**config.mk**
```make
export PLATFORM = sky130hd
export DESIGN_NAME = board_strap_indicator
export DESIGN_NICKNAME = d
export VERILOG_FILES = /design/src/hw/board_strap_pkg.sv /design/src/hw/strap_if.sv /design/src/hw/board_strap_indicator.sv /design/src/hw/pin_sync.sv /design/src/hw/strap_capture.sv
export SDC_FILE = /design/constraint.sdc
export NUM_CORES = 1
export LEC_CHECK = 0
export BUFFER_PORTS_ARGS = -buffer_cell sky130_fd_sc_hd__buf_2
export CAP_MARGIN = 10
export CORE_UTILIZATION = 45
export DETAILED_ROUTE_END_ITERATION = 12
export PLACE_DENSITY_LB_ADDON = 0.3
export SETUP_SLACK_MARGIN = 0.05
export SLEW_MARGIN = 0
export SYNTH_ARGS = -nofsm -noshare
export SYNTH_HDL_FRONTEND = slang
export SYNTH_SLANG_ARGS = --single-unit
```
**constraint.sdc**
```tcl
create_clock -name clock_in -period 2 [get_ports clock_in]
set_input_delay 0.1 -clock clock_in [delete_from_list [all_inputs] [get_ports clock_in]]
set_output_delay 0.1 -clock clock_in [all_outputs]
set_load 0.05 [all_outputs]
```
**src/hw/board_strap_pkg.sv**
```systemverilog
package board_strap_pkg;

	// ==========================================================================
	// Switch banks
	// ==========================================================================
	localparam int unsigned NODE_ID_WIDTH = 8;
	localparam int unsigned CONFIG_WIDTH  = 8;

	// Bit index n holds switch position n+1; a set bit means a closed switch.
	localparam int unsigned CFG_REDUNDANT_BIT     = 0;
	localparam int unsigned CFG_LOW_USAGE_BIT     = 1;
	localparam int unsigned CFG_WINDOW_LO_BIT     = 2;
	localparam int unsigned CFG_WINDOW_HI_BIT     = 3;
	localparam int unsigned CFG_REMOVAL0_BIT      = 4;
	localparam int unsigned CFG_REMOVAL1_BIT      = 5;
	localparam int unsigned CFG_RESERVED_BIT      = 6;
	localparam int unsigned CFG_FACTORY_IMAGE_BIT = 7;

	// ==========================================================================
	// Decoded settings
	// ==========================================================================
	typedef enum logic [1:0] {
		WINDOW_FULL = 2'b00,
		WINDOW_64M  = 2'b01,
		WINDOW_16M  = 2'b10,
		WINDOW_2M   = 2'b11
	} pio_window_t;

	localparam int unsigned WINDOW_64M_MBYTES = 64;
	localparam int unsigned WINDOW_16M_MBYTES = 16;
	localparam int unsigned WINDOW_2M_MBYTES  = 2;

	typedef struct packed {
		logic [NODE_ID_WIDTH-1:0] node_id;
		logic                     redundant;
		logic                     low_usage;
		pio_window_t              window;
		logic                     removal0_en;
		logic                     removal1_en;
		logic                     factory_image;
	} settings_t;

	localparam settings_t SETTINGS_DEFAULT = settings_t'(15'h0000);
	localparam int unsigned SETTINGS_WIDTH = 15;

	typedef enum logic {
		CAPTURE_SETTLE = 1'b0,
		CAPTURE_LOCKED = 1'b1
	} capture_state_t;

	// ==========================================================================
	// Timing
	// ==========================================================================
	localparam int unsigned CLOCK_PERIOD_NS = 20;
	localparam int unsigned SETTLE_TIME_NS  = 100;
	localparam int unsigned SETTLE_CYCLES   =
		(SETTLE_TIME_NS + CLOCK_PERIOD_NS - 1) / CLOCK_PERIOD_NS;
	localparam int unsigned SETTLE_CNT_WIDTH = 4;

	// ==========================================================================
	// Register map
	// ==========================================================================
	localparam int unsigned ADDR_WIDTH = 8;
	localparam int unsigned DATA_WIDTH = 32;

	localparam logic [ADDR_WIDTH-1:0] REG_CTRL_STATUS  = 8'h00;
	localparam logic [ADDR_WIDTH-1:0] REG_SETTINGS     = 8'h04;
	localparam logic [ADDR_WIDTH-1:0] REG_RAW_SWITCHES = 8'h08;

	localparam int unsigned CSR_STATUS_LAMP_BIT   = 31;
	localparam int unsigned CSR_SWITCH_MOVED_BIT  = 3;
	localparam int unsigned CSR_LIGHT_LOST_BIT    = 2;
	localparam int unsigned CSR_SIGNAL_DETECT_BIT = 1;
	localparam int unsigned CSR_OWN_DATA_BIT      = 0;
	localparam int unsigned SETTINGS_VALID_BIT    = 15;
	localparam int unsigned RAW_NODE_LSB          = 8;

	localparam logic STATUS_LAMP_RESET = 1'b1;

endpackage

```
**src/hw/strap_if.sv**
```systemverilog
interface strap_if;
	board_strap_pkg::settings_t                       settings;
	logic                                             valid;
	logic [board_strap_pkg::CONFIG_WIDTH-1:0]         cfg_raw;
	logic [board_strap_pkg::NODE_ID_WIDTH-1:0]        node_raw;

	modport producer (
		output settings,
		output valid,
		output cfg_raw,
		output node_raw
	);

	modport consumer (
		input  settings,
		input  valid,
		input  cfg_raw,
		input  node_raw
	);
endinterface

```
**src/hw/board_strap_indicator.sv**
```systemverilog
module board_strap_indicator (
	input  logic                                   clock_in,
	input  logic                                   srst_in,
	input  logic [board_strap_pkg::NODE_ID_WIDTH-1:0] node_id_switch_bank_in,
	input  logic [board_strap_pkg::CONFIG_WIDTH-1:0]  config_switch_bank_in,
	input  logic                                   signal_detect_in,
	input  logic                                   own_packet_returned_in,
	input  logic [board_strap_pkg::ADDR_WIDTH-1:0] addr_in,
	input  logic [board_strap_pkg::DATA_WIDTH-1:0] wr_data_in,
	input  logic                                   wr_strobe_in,
	input  logic                                   rd_strobe_in,
	output logic [board_strap_pkg::DATA_WIDTH-1:0] rd_data_out,
	output logic [board_strap_pkg::NODE_ID_WIDTH-1:0] node_id_out,
	output logic                                   redundant_mode_out,
	output logic                                   low_usage_mode_out,
	output logic [1:0]                             pio_window_out,
	output logic                                   removal0_en_out,
	output logic                                   removal1_en_out,
	output logic                                   factory_image_sel_out,
	output logic                                   settings_valid_out,
	output logic                                   lamp_status_out,
	output logic                                   lamp_signal_detect_out,
	output logic                                   lamp_own_data_out
);

	// ==========================================================================
	// Pin synchronisers and strap capture
	// ==========================================================================
	logic [board_strap_pkg::NODE_ID_WIDTH-1:0] node_sw_sync;
	logic [board_strap_pkg::CONFIG_WIDTH-1:0]  cfg_sw_sync;
	logic                                      light_sync;

	strap_if strap ();

	pin_sync #(
		.WIDTH (board_strap_pkg::NODE_ID_WIDTH)
	) u_node_sync (
		.clock_in (clock_in),
		.srst_in  (srst_in),
		.async_in (node_id_switch_bank_in),
		.sync_out (node_sw_sync)
	);

	pin_sync #(
		.WIDTH (board_strap_pkg::CONFIG_WIDTH)
	) u_cfg_sync (
		.clock_in (clock_in),
		.srst_in  (srst_in),
		.async_in (config_switch_bank_in),
		.sync_out (cfg_sw_sync)
	);

	pin_sync #(
		.WIDTH (1)
	) u_light_sync (
		.clock_in (clock_in),
		.srst_in  (srst_in),
		.async_in (signal_detect_in),
		.sync_out (light_sync)
	);

	strap_capture u_capture (
		.clock_in   (clock_in),
		.srst_in    (srst_in),
		.node_sw_in (node_sw_sync),
		.cfg_sw_in  (cfg_sw_sync),
		.strap      (strap)
	);

	// ==========================================================================
	// State
	// ==========================================================================
	typedef struct packed {
		logic                                   status_lamp;
		logic                                   own_data_lamp;
		logic                                   signal_lamp;
		logic                                   light_lost;
		logic                                   switch_moved;
		board_strap_pkg::settings_t             settings;
		logic                                   settings_valid;
		logic [board_strap_pkg::DATA_WIDTH-1:0] rd_data;
	} top_state_t;

	top_state_t st_reg;
	top_state_t st_next;

	function automatic logic hits(
		input logic [board_strap_pkg::ADDR_WIDTH-1:0] addr,
		input logic [board_strap_pkg::ADDR_WIDTH-1:0] target
	);
		return addr == target;
	endfunction

	// ==========================================================================
	// Next state
	// ==========================================================================
	logic csr_write;
	logic moved_now;
	logic lost_now;

	always_comb begin
		csr_write = wr_strobe_in && hits(addr_in, board_strap_pkg::REG_CTRL_STATUS);
		moved_now = strap.valid
			&& ((cfg_sw_sync != strap.cfg_raw) || (node_sw_sync != strap.node_raw));
		lost_now  = st_reg.signal_lamp && !light_sync;

		st_next = st_reg;

		// Decoded settings pass through one more flop so every output is a
		// register; until capture they hold the shipped defaults.
		st_next.settings       = strap.settings;
		st_next.settings_valid = strap.valid;

		st_next.signal_lamp = light_sync;

		if (csr_write) begin
			st_next.status_lamp = wr_data_in[board_strap_pkg::CSR_STATUS_LAMP_BIT];
		end

		// Write-one-to-clear flags; a new event in the same cycle wins.
		if (csr_write && wr_data_in[board_strap_pkg::CSR_OWN_DATA_BIT]) begin
			st_next.own_data_lamp = 1'b0;
		end
		if (own_packet_returned_in) begin
			st_next.own_data_lamp = 1'b1;
		end

		if (csr_write && wr_data_in[board_strap_pkg::CSR_LIGHT_LOST_BIT]) begin
			st_next.light_lost = 1'b0;
		end
		if (lost_now) begin
			st_next.light_lost = 1'b1;
		end

		// A moved switch is only reported; the captured settings stay put.
		if (csr_write && wr_data_in[board_strap_pkg::CSR_SWITCH_MOVED_BIT]) begin
			st_next.switch_moved = 1'b0;
		end
		if (moved_now) begin
			st_next.switch_moved = 1'b1;
		end

		// Read data stand for exactly the cycle after the strobe.
		st_next.rd_data = '0;
		if (rd_strobe_in) begin
			if (hits(addr_in, board_strap_pkg::REG_CTRL_STATUS)) begin
				st_next.rd_data[board_strap_pkg::CSR_STATUS_LAMP_BIT]   = st_reg.status_lamp;
				st_next.rd_data[board_strap_pkg::CSR_SWITCH_MOVED_BIT]  = st_reg.switch_moved;
				st_next.rd_data[board_strap_pkg::CSR_LIGHT_LOST_BIT]    = st_reg.light_lost;
				st_next.rd_data[board_strap_pkg::CSR_SIGNAL_DETECT_BIT] = st_reg.signal_lamp;
				st_next.rd_data[board_strap_pkg::CSR_OWN_DATA_BIT]      = st_reg.own_data_lamp;
			end else if (hits(addr_in, board_strap_pkg::REG_SETTINGS)) begin
				st_next.rd_data[board_strap_pkg::SETTINGS_WIDTH-1:0] = st_reg.settings;
				st_next.rd_data[board_strap_pkg::SETTINGS_VALID_BIT] = st_reg.settings_valid;
			end else if (hits(addr_in, board_strap_pkg::REG_RAW_SWITCHES)) begin
				st_next.rd_data[board_strap_pkg::CONFIG_WIDTH-1:0] = cfg_sw_sync;
				st_next.rd_data[board_strap_pkg::RAW_NODE_LSB +: board_strap_pkg::NODE_ID_WIDTH] =
					node_sw_sync;
			end
		end
	end

	// ==========================================================================
	// Registers
	// ==========================================================================
	always_ff @(posedge clock_in) begin
		if (srst_in) begin
			st_reg.status_lamp    <= board_strap_pkg::STATUS_LAMP_RESET;
			st_reg.own_data_lamp  <= 1'b0;
			st_reg.signal_lamp    <= 1'b0;
			st_reg.light_lost     <= 1'b0;
			st_reg.switch_moved   <= 1'b0;
			st_reg.settings       <= board_strap_pkg::SETTINGS_DEFAULT;
			st_reg.settings_valid <= 1'b0;
			st_reg.rd_data        <= '0;
		end else begin
			st_reg <= st_next;
		end
	end

	// ==========================================================================
	// Outputs
	// ==========================================================================
	assign rd_data_out            = st_reg.rd_data;
	assign node_id_out            = st_reg.settings.node_id;
	assign redundant_mode_out     = st_reg.settings.redundant;
	assign low_usage_mode_out     = st_reg.settings.low_usage;
	assign pio_window_out         = st_reg.settings.window;
	assign removal0_en_out        = st_reg.settings.removal0_en;
	assign removal1_en_out        = st_reg.settings.removal1_en;
	assign factory_image_sel_out  = st_reg.settings.factory_image;
	assign settings_valid_out     = st_reg.settings_valid;
	assign lamp_status_out        = st_reg.status_lamp;
	assign lamp_signal_detect_out = st_reg.signal_lamp;
	assign lamp_own_data_out      = st_reg.own_data_lamp;

endmodule

```
**src/hw/pin_sync.sv**
```systemverilog
module pin_sync #(
	parameter int unsigned WIDTH = 1
) (
	input  logic             clock_in,
	input  logic             srst_in,
	input  logic [WIDTH-1:0] async_in,
	output logic [WIDTH-1:0] sync_out
);

	typedef struct packed {
		logic [WIDTH-1:0] stage1;
		logic [WIDTH-1:0] stage2;
		logic [WIDTH-1:0] stage3;
		logic [WIDTH-1:0] level;
	} sync_state_t;

	sync_state_t st_reg;
	sync_state_t st_next;

	// A bit takes its new level only once stages two and three agree, so a
	// bouncing contact never shows a one-cycle glitch downstream.
	always_comb begin
		st_next        = st_reg;
		st_next.stage1 = async_in;
		st_next.stage2 = st_reg.stage1;
		st_next.stage3 = st_reg.stage2;
		st_next.level  = (st_reg.stage2 & ~(st_reg.stage2 ^ st_reg.stage3))
			| (st_reg.level & (st_reg.stage2 ^ st_reg.stage3));
	end

	always_ff @(posedge clock_in) begin
		if (srst_in) begin
			st_reg <= '0;
		end else begin
			st_reg <= st_next;
		end
	end

	assign sync_out = st_reg.level;

endmodule

```
**src/hw/strap_capture.sv**
```systemverilog
module strap_capture (
	input  logic                                      clock_in,
	input  logic                                      srst_in,
	input  logic [board_strap_pkg::NODE_ID_WIDTH-1:0] node_sw_in,
	input  logic [board_strap_pkg::CONFIG_WIDTH-1:0]  cfg_sw_in,
	strap_if.producer                                 strap
);

	typedef struct packed {
		board_strap_pkg::capture_state_t                   state;
		logic [board_strap_pkg::SETTLE_CNT_WIDTH-1:0]      count;
		board_strap_pkg::settings_t                        settings;
		logic [board_strap_pkg::CONFIG_WIDTH-1:0]          cfg_raw;
		logic [board_strap_pkg::NODE_ID_WIDTH-1:0]         node_raw;
	} capture_state_reg_t;

	localparam logic [board_strap_pkg::SETTLE_CNT_WIDTH-1:0] SETTLE_LAST =
		board_strap_pkg::SETTLE_CNT_WIDTH'(board_strap_pkg::SETTLE_CYCLES - 1);

	capture_state_reg_t st_reg;
	capture_state_reg_t st_next;

	function automatic board_strap_pkg::settings_t decode_switches(
		input logic [board_strap_pkg::NODE_ID_WIDTH-1:0] node,
		input logic [board_strap_pkg::CONFIG_WIDTH-1:0]  cfg
	);
		board_strap_pkg::settings_t s;
		s               = board_strap_pkg::SETTINGS_DEFAULT;
		s.node_id       = node;
		s.redundant     = cfg[board_strap_pkg::CFG_REDUNDANT_BIT];
		s.low_usage     = cfg[board_strap_pkg::CFG_LOW_USAGE_BIT];
		s.removal0_en   = cfg[board_strap_pkg::CFG_REMOVAL0_BIT];
		s.removal1_en   = cfg[board_strap_pkg::CFG_REMOVAL1_BIT];
		s.factory_image = cfg[board_strap_pkg::CFG_FACTORY_IMAGE_BIT];
		// The reserved position is deliberately left out of every field.
		case ({cfg[board_strap_pkg::CFG_WINDOW_HI_BIT], cfg[board_strap_pkg::CFG_WINDOW_LO_BIT]})
			2'b00: begin
				s.window = board_strap_pkg::WINDOW_FULL;
			end
			2'b01: begin
				s.window = board_strap_pkg::WINDOW_64M;
			end
			2'b10: begin
				s.window = board_strap_pkg::WINDOW_16M;
			end
			default: begin
				s.window = board_strap_pkg::WINDOW_2M;
			end
		endcase
		return s;
	endfunction

	// The synchronisers are cleared by reset, so the pins only become visible
	// a few cycles after release; the settle count covers that latency.
	always_comb begin
		st_next = st_reg;
		case (st_reg.state)
			board_strap_pkg::CAPTURE_SETTLE: begin
				if (st_reg.count == SETTLE_LAST) begin
					st_next.state    = board_strap_pkg::CAPTURE_LOCKED;
					st_next.settings = decode_switches(node_sw_in, cfg_sw_in);
					st_next.cfg_raw  = cfg_sw_in;
					st_next.node_raw = node_sw_in;
				end else begin
					st_next.count = st_reg.count + 1'b1;
				end
			end
			board_strap_pkg::CAPTURE_LOCKED: begin
				// Held until the next reset whatever the switches do.
				st_next = st_reg;
			end
			default: begin
				st_next.state = board_strap_pkg::CAPTURE_SETTLE;
			end
		endcase
	end

	always_ff @(posedge clock_in) begin
		if (srst_in) begin
			st_reg.state    <= board_strap_pkg::CAPTURE_SETTLE;
			st_reg.count    <= '0;
			st_reg.settings <= board_strap_pkg::SETTINGS_DEFAULT;
			st_reg.cfg_raw  <= '0;
			st_reg.node_raw <= '0;
		end else begin
			st_reg <= st_next;
		end
	end

	assign strap.settings = st_reg.settings;
	assign strap.valid    = (st_reg.state == board_strap_pkg::CAPTURE_LOCKED);
	assign strap.cfg_raw  = st_reg.cfg_raw;
	assign strap.node_raw = st_reg.node_raw;

endmodule

```
# Yosys cells after proc, flatten, opt, wreduce, memory -nomap -nowiden
# Cells that the tools add are included.
[word_totals]
ff_bits = 157
inputBits = 62
output_inout_bits = 51
[classes]
addsub = 1
eq_ne = 9
mux = 14
bitwise = 18
n_reduce_logical = 18
[op_table]
columns = ["op", "n"]
rows = [
  ["$pmux W36 S2", 1],
  ["$and A8 B8 Y8", 4],
  ["$mux W16", 2],
  ["$mux W31", 1],
  ["$ne A8 B8 Y1", 2],
  ["$not A8 Y8", 2],
  ["$or A8 B8 Y8", 2],
  ["$xor A8 B8 Y8", 2],
  ["$eq A8 B3 Y1 const B", 1],
  ["$eq A8 B4 Y1 const B", 1],
  ["$logic_not A8 Y1", 1],
  ["$mux W4", 2],
  ["$mux W1", 7],
  ["$logic_and A1 B1 Y1", 6],
  ["$pmux W2 S3", 1],
  ["$reduce_bool A2 Y1", 3],
  ["$reduce_or A3 Y1", 2],
  ["$add A4 B1 Y4 const B", 1],
  ["$eq A4 B3 Y1 const B", 1],
  ["$not A1 Y1", 4],
  ["$reduce_and A2 Y1", 2],
  ["$and A1 B1 Y1", 2],
  ["$eq A2 B1 Y1 const B", 1],
  ["$eq A2 B2 Y1 const B", 1],
  ["other kinds (8)", 8],
]

# Logic depth before layout (Yosys ltp)
[logic_depth]
depth_word = 5
ltp_mapped = 8
mapped_depth_nobuf = 6

# Modules after synthesis
# A second synthesis with hierarchy kept.
[unflattened]
hier_cells = 513
hier_area_um2 = 4976.0
[modules_own_cells]
columns = ["module", "instances", "cells_each", "area_per_inst_um2", "seq_area_each_um2"]
rows = [
  ["pin_sync at u_cfg_sync ...", 2, 91, 983.4, 640.6],
  ["board_strap_indicator", 1, 189, 1754.2, 760.7],
  ["strap_capture", 1, 132, 1142.3, 440.4],
  ["pin_sync at u_light_sync", 1, 10, 112.6, 80.1],
]

# Least setup slack after synthesis
# No wires, ideal clock.
[synth_path]
path_kind = "register -> register"
startpoint = "reg u_capture.st_reg[31] in the netlist's numbering"
endpoint = "reg u_capture.strap.cfg_raw[6] (netlist name)"
setup_ns = 0.132
arrival_time_ns = 1.311
setup_slack_ns = 0.557
stages_incl_launch_ff = 9
path_buffers = 2
cell_sequence = "dfxtp_1 inv_1 ha_1 and3b_1 nor2b_1 buf_2 buf_4 nand2_1 a21oi_1"
[synth_between]
elab_chain_len = 3
[synth_rtl]
columns = ["item", "line", "rtl"]
rows = [
  ["from (decl)", "strap_capture.sv:20", "capture_state_reg_t st_reg;"],
  ["from (signal assigned)", "strap_capture.sv:86", "st_reg <= st_next;"],
  ["$eq A4 B3 Y1", "strap_capture.sv:59", "if (st_reg.count == SETTLE_LAST) begin"],
  ["$ne A2 B1 Y1 (no line)", "n/a", ""],
  ["$reduce_and A2 Y1 (no line)", "n/a", ""],
]
# No other way between the ends.
# A chain may end at the register's enable or synchronous reset.

# Worst setup path in the final report
[layout_path]
startpoint = "in addr_in[3] in the netlist's numbering"
endpoint = "reg st_reg, in the netlist lamp_status_out"
[layout_between]
elab_chain_len = 2
[layout_rtl]
columns = ["item", "line", "rtl"]
rows = [
  ["from (decl)", "board_strap_indicator.sv:8", "input logic [board_strap_pkg::ADDR_WIDTH-1:0] addr_in,"],
  ["$logic_not A8 Y1", "board_strap_indicator.sv:91", "return addr == target;"],
  ["$logic_and A1 B1 Y1", "board_strap_indicator.sv:102", "csr_write = wr_strobe_in && hits(addr_in, board_strap_pkg::REG_CTRL_STATUS);"],
  ["to (signal assigned)", "board_strap_indicator.sv:177", "st_reg <= st_next;"],
  ["to (decl)", "board_strap_indicator.sv:84", "top_state_t st_reg;"],
]
# No other way between the ends.

==> impl_metrics.tcl <==
set metrics [dict create \
    cts_setup_buffers 0 \
    yosys.area.top_type "dfxtp_1" \
    rsz0062_at_grt "false" \
    wl_per_cell_um 11.7 \
    cts_sinks 129 \
    path_max_fanout 7 \
    seq_area_frac_synth_pct 56.1 \
    grt_max_degree 113 \
    clock-root-buffer "clkbuf_8" \
    h-tree-depth 4 \
    cp-start-kind "input pin" \
    crit_arrival_ns 2.21 \
    tns_ns 0 \
    synthAdderAreaFrac_pct 0.544 \
    critPathCaptureType "flop" \
    ys_seq_elements 129 \
    synth_compound_area_share_pct 9.76 \
    gp_congestion 0.723 \
    yosysMostFrequentCell "dfxtp_1" \
    grt_first_pass_wirelength_mm 12.9 \
    dr_total_vias 3114 \
    path_clk_slew_ns 0.06 \
    synthXorXnorAreaFrac_pct 3.42 \
    drt_first_pass_iters 4 \
    wl_mm 8.05 \
    status "completed" \
    synthTopCellsByCount "dfxtp_1, nor2b_1, nand2_1" \
    floorplan.initialDensity_pct 46.7 \
    ys.flop_type "dfxtp_1" \
    synth.area.mux_share_pct 0 \
    fmax_mhz 552 \
    reg2reg_to "u_capture.strap.cfg_raw[3]$_SDFFE_PP0P_" \
    final-hold-violation-count 0 \
    grt_pass1_vias 2837 \
    cts_tree "done" \
    synthArstFlopShare_pct 0 \
    die_w_um 103 \
    grtUsageTotal_pct 16.2 \
    diodes 0 \
    final_layout_size_suffix_gt1_share_pct 21.5 \
    cp.required_ns 2.40 \
    core_mm2 0.00986 \
    path_common_cell "dlygate4sd3_1" \
    syn2layout_area_growth_pct 22.9 \
    ys_types 30 \
    p_leak_nw 2.24 \
    r2r_setup_slack_ns 0.39 \
    crit_family "buffers and inverters" \
    synth_edf_count 0 \
    synth_top_family_by_area "simple AND/OR/NAND/NOR gates" \
    die_y_um 103 \
    numPortBuffers 69 \
    p_per_area_mw_per_mm2 1040 \
    final_cell_area_mm2 0.00566 \
    crit_end "lamp_status_out$_SDFFE_PP1N_" \
    final_max_slew_viol_count 0 \
    min_period_ns 1.81 \
    cp_slowest_stage_delay_ns 0.55 \
    crit_slowest_cell "dlygate4sd3_1" \
    tightest_slew_ns 0.482 \
    drc 0 \
    row_count 36 \
    avgSynthCellArea_um2 9.79 \
    synth_top_area_share_pct 56.1 \
    hold_path_class "input pin to flop" \
    io_pins 113 \
    crit_chain "dlygate4sd3_1 > buf_2 > nor4_2 > nand3_1 > a211o_1 > dlygate4sd3_1" \
    cp_num_cells 6 \
    finalClockSkew_ns 0.00673 \
    ir_worst_vdd_v 0.000511 \
    whs_ns 0.0189 \
    cts_inserted_buffers 17 \
    gr-total-overflow 0 \
    viasPerCell 4.51 \
    setup_violations 0 \
    detail-route-antenna-nets 0 \
    dp_hpwl_mm 5.17 \
    worstSkewPairLatency_ns 0.51 \
    first_iter_violations 117 \
    synth.area.top_cells "dfxtp_1, nor2b_1, buf_4, nand2_1, a21oi_1" \
    critPathLaunch "addr_in[3]" \
    yosys.area_share.simple_pct 20.7 \
    reg2reg_depth 6 \
    path_buf_inv 3 \
    post-route-period-util_pct 90.6 \
    synth_area_mm2 0.00460 \
    place_area_mm2 0.00480 \
    nNetsFinal 608 \
    dieArea_mm2 0.0106 \
    clock_path_buffers 2 \
    ys_warn_count 0 \
    reg2reg_from "u_capture.st_reg[31]$_SDFFE_PP0P_" \
    timing_worst_setup_path_type "input pin to flop" \
    maxSlewHeadroom_pct 67.4 \
    synthCells 470 \
    antenna_found_initial 0 \
    maxCapViolCount 0 \
]
## worst register-to-register path: stages (launching register included)
cell,delay (ns)
dfxtp_1,0.34
inv_1,0.08
ha_1,0.15
and3b_1,0.26
nor2b_4,0.42
nand2_1,0.14
a21oi_1,0.15
## cell type report
cell class / instances / area (µm²)
tap: 133 / 166
timing repair buffer: 103 / 688
fill: 825 / 4210
inverter: 4 / 15.0
sequential: 129 / 2580
clock inverter: 13 / 114
clock buffer: 19 / 442
multi-input combinational: 289 / 1650
## layout by cell type, fill, tap and decap left out, types with 12 or more instances in the layout
cell,n
dlygate4sd3_1,29
a22oi_1,12
a21oi_1,40
nor2b_1,73
nand2_1,56
dfxtp_1,129
o21ai_0,21
nor2_1,14
clkbuf_16,16
buf_2,68
xnor2_1,18
conb_1,15
## metal layers
layer / up-vias / GRT usage, % / share of wire [%]
met3: 17 / 5.90 / 4.4
li1: 1629 / - / -
met5: - / 0 / 0
met4: 0 / 8.45 / 2.2
met1: 1386 / 19.3 / 47
met2: 82 / 25.7 / 47
## cells by family (layout without fill, tap and decap cells)
family / count (synthesis) / count (layout)
AOI/OAI and AO/OA: 79 / 79
xor gates and xnor gates: 18 / 18
adders and majority gates: 2 / 2
buffers and inverters: 66 / 139
DFF: 129 / 129
other: 1 / 15
and+or+nand+nor: 175 / 175
## report_power, final
group	internal, W	switching [W]
clock	0.00171	0.00109
sequential	0.00265	0.0000526
combinational	0.000155	0.000236
total	0.00451	0.00137
## metrics by stage
stage | power [W] | util (%) | cells | setup WS (ns)
3_3_place_gp | 0.00307 | 48.7 | 629 | -0.0369
2_1_floorplan | 0.00302 | - | 484 | 0.557
3_5_place_dp | 0.00310 | 48.7 | 629 | -0.126
5_1_grt | 0.00611 | 57.4 | 690 | 0.112
4_1_cts | 0.00594 | 57.3 | 690 | 0.189
6_report | 0.00588 | 57.4 | 690 | 0.189
## worst min path at each step
stage / startpoint / end / slack (ns) / cells past startpoint
2_1_floorplan: addr_in[3] / rd_data_out[1]$_SDFF_PP0_ / 0.20 / 1
3_3_place_gp: own_packet_returned_in / lamp_own_data_out$_SDFFE_PP0P_ / 0.31 / 3
3_5_place_dp: config_switch_bank_in[2] / u_cfg_sync.st_next[18]$_SDFF_PP0_ / 0.31 / 2
4_1_cts: srst_in / rd_data_out[31]$_SDFF_PP0_ / 0.006 / 5
5_1_grt: srst_in / rd_data_out[31]$_SDFF_PP0_ / 0.03 / 5
6_report: srst_in / rd_data_out[31]$_SDFF_PP0_ / 0.02 / 5
## repair_timing
action                                  CTS  global route
hold buffers                             29             0
gates resized for setup                   1             2
endpoints found under the setup margin   18             6
hold endpoints to repair                 25             0
pin swaps                                 0             0
Power figures use the tool's default switching activity.
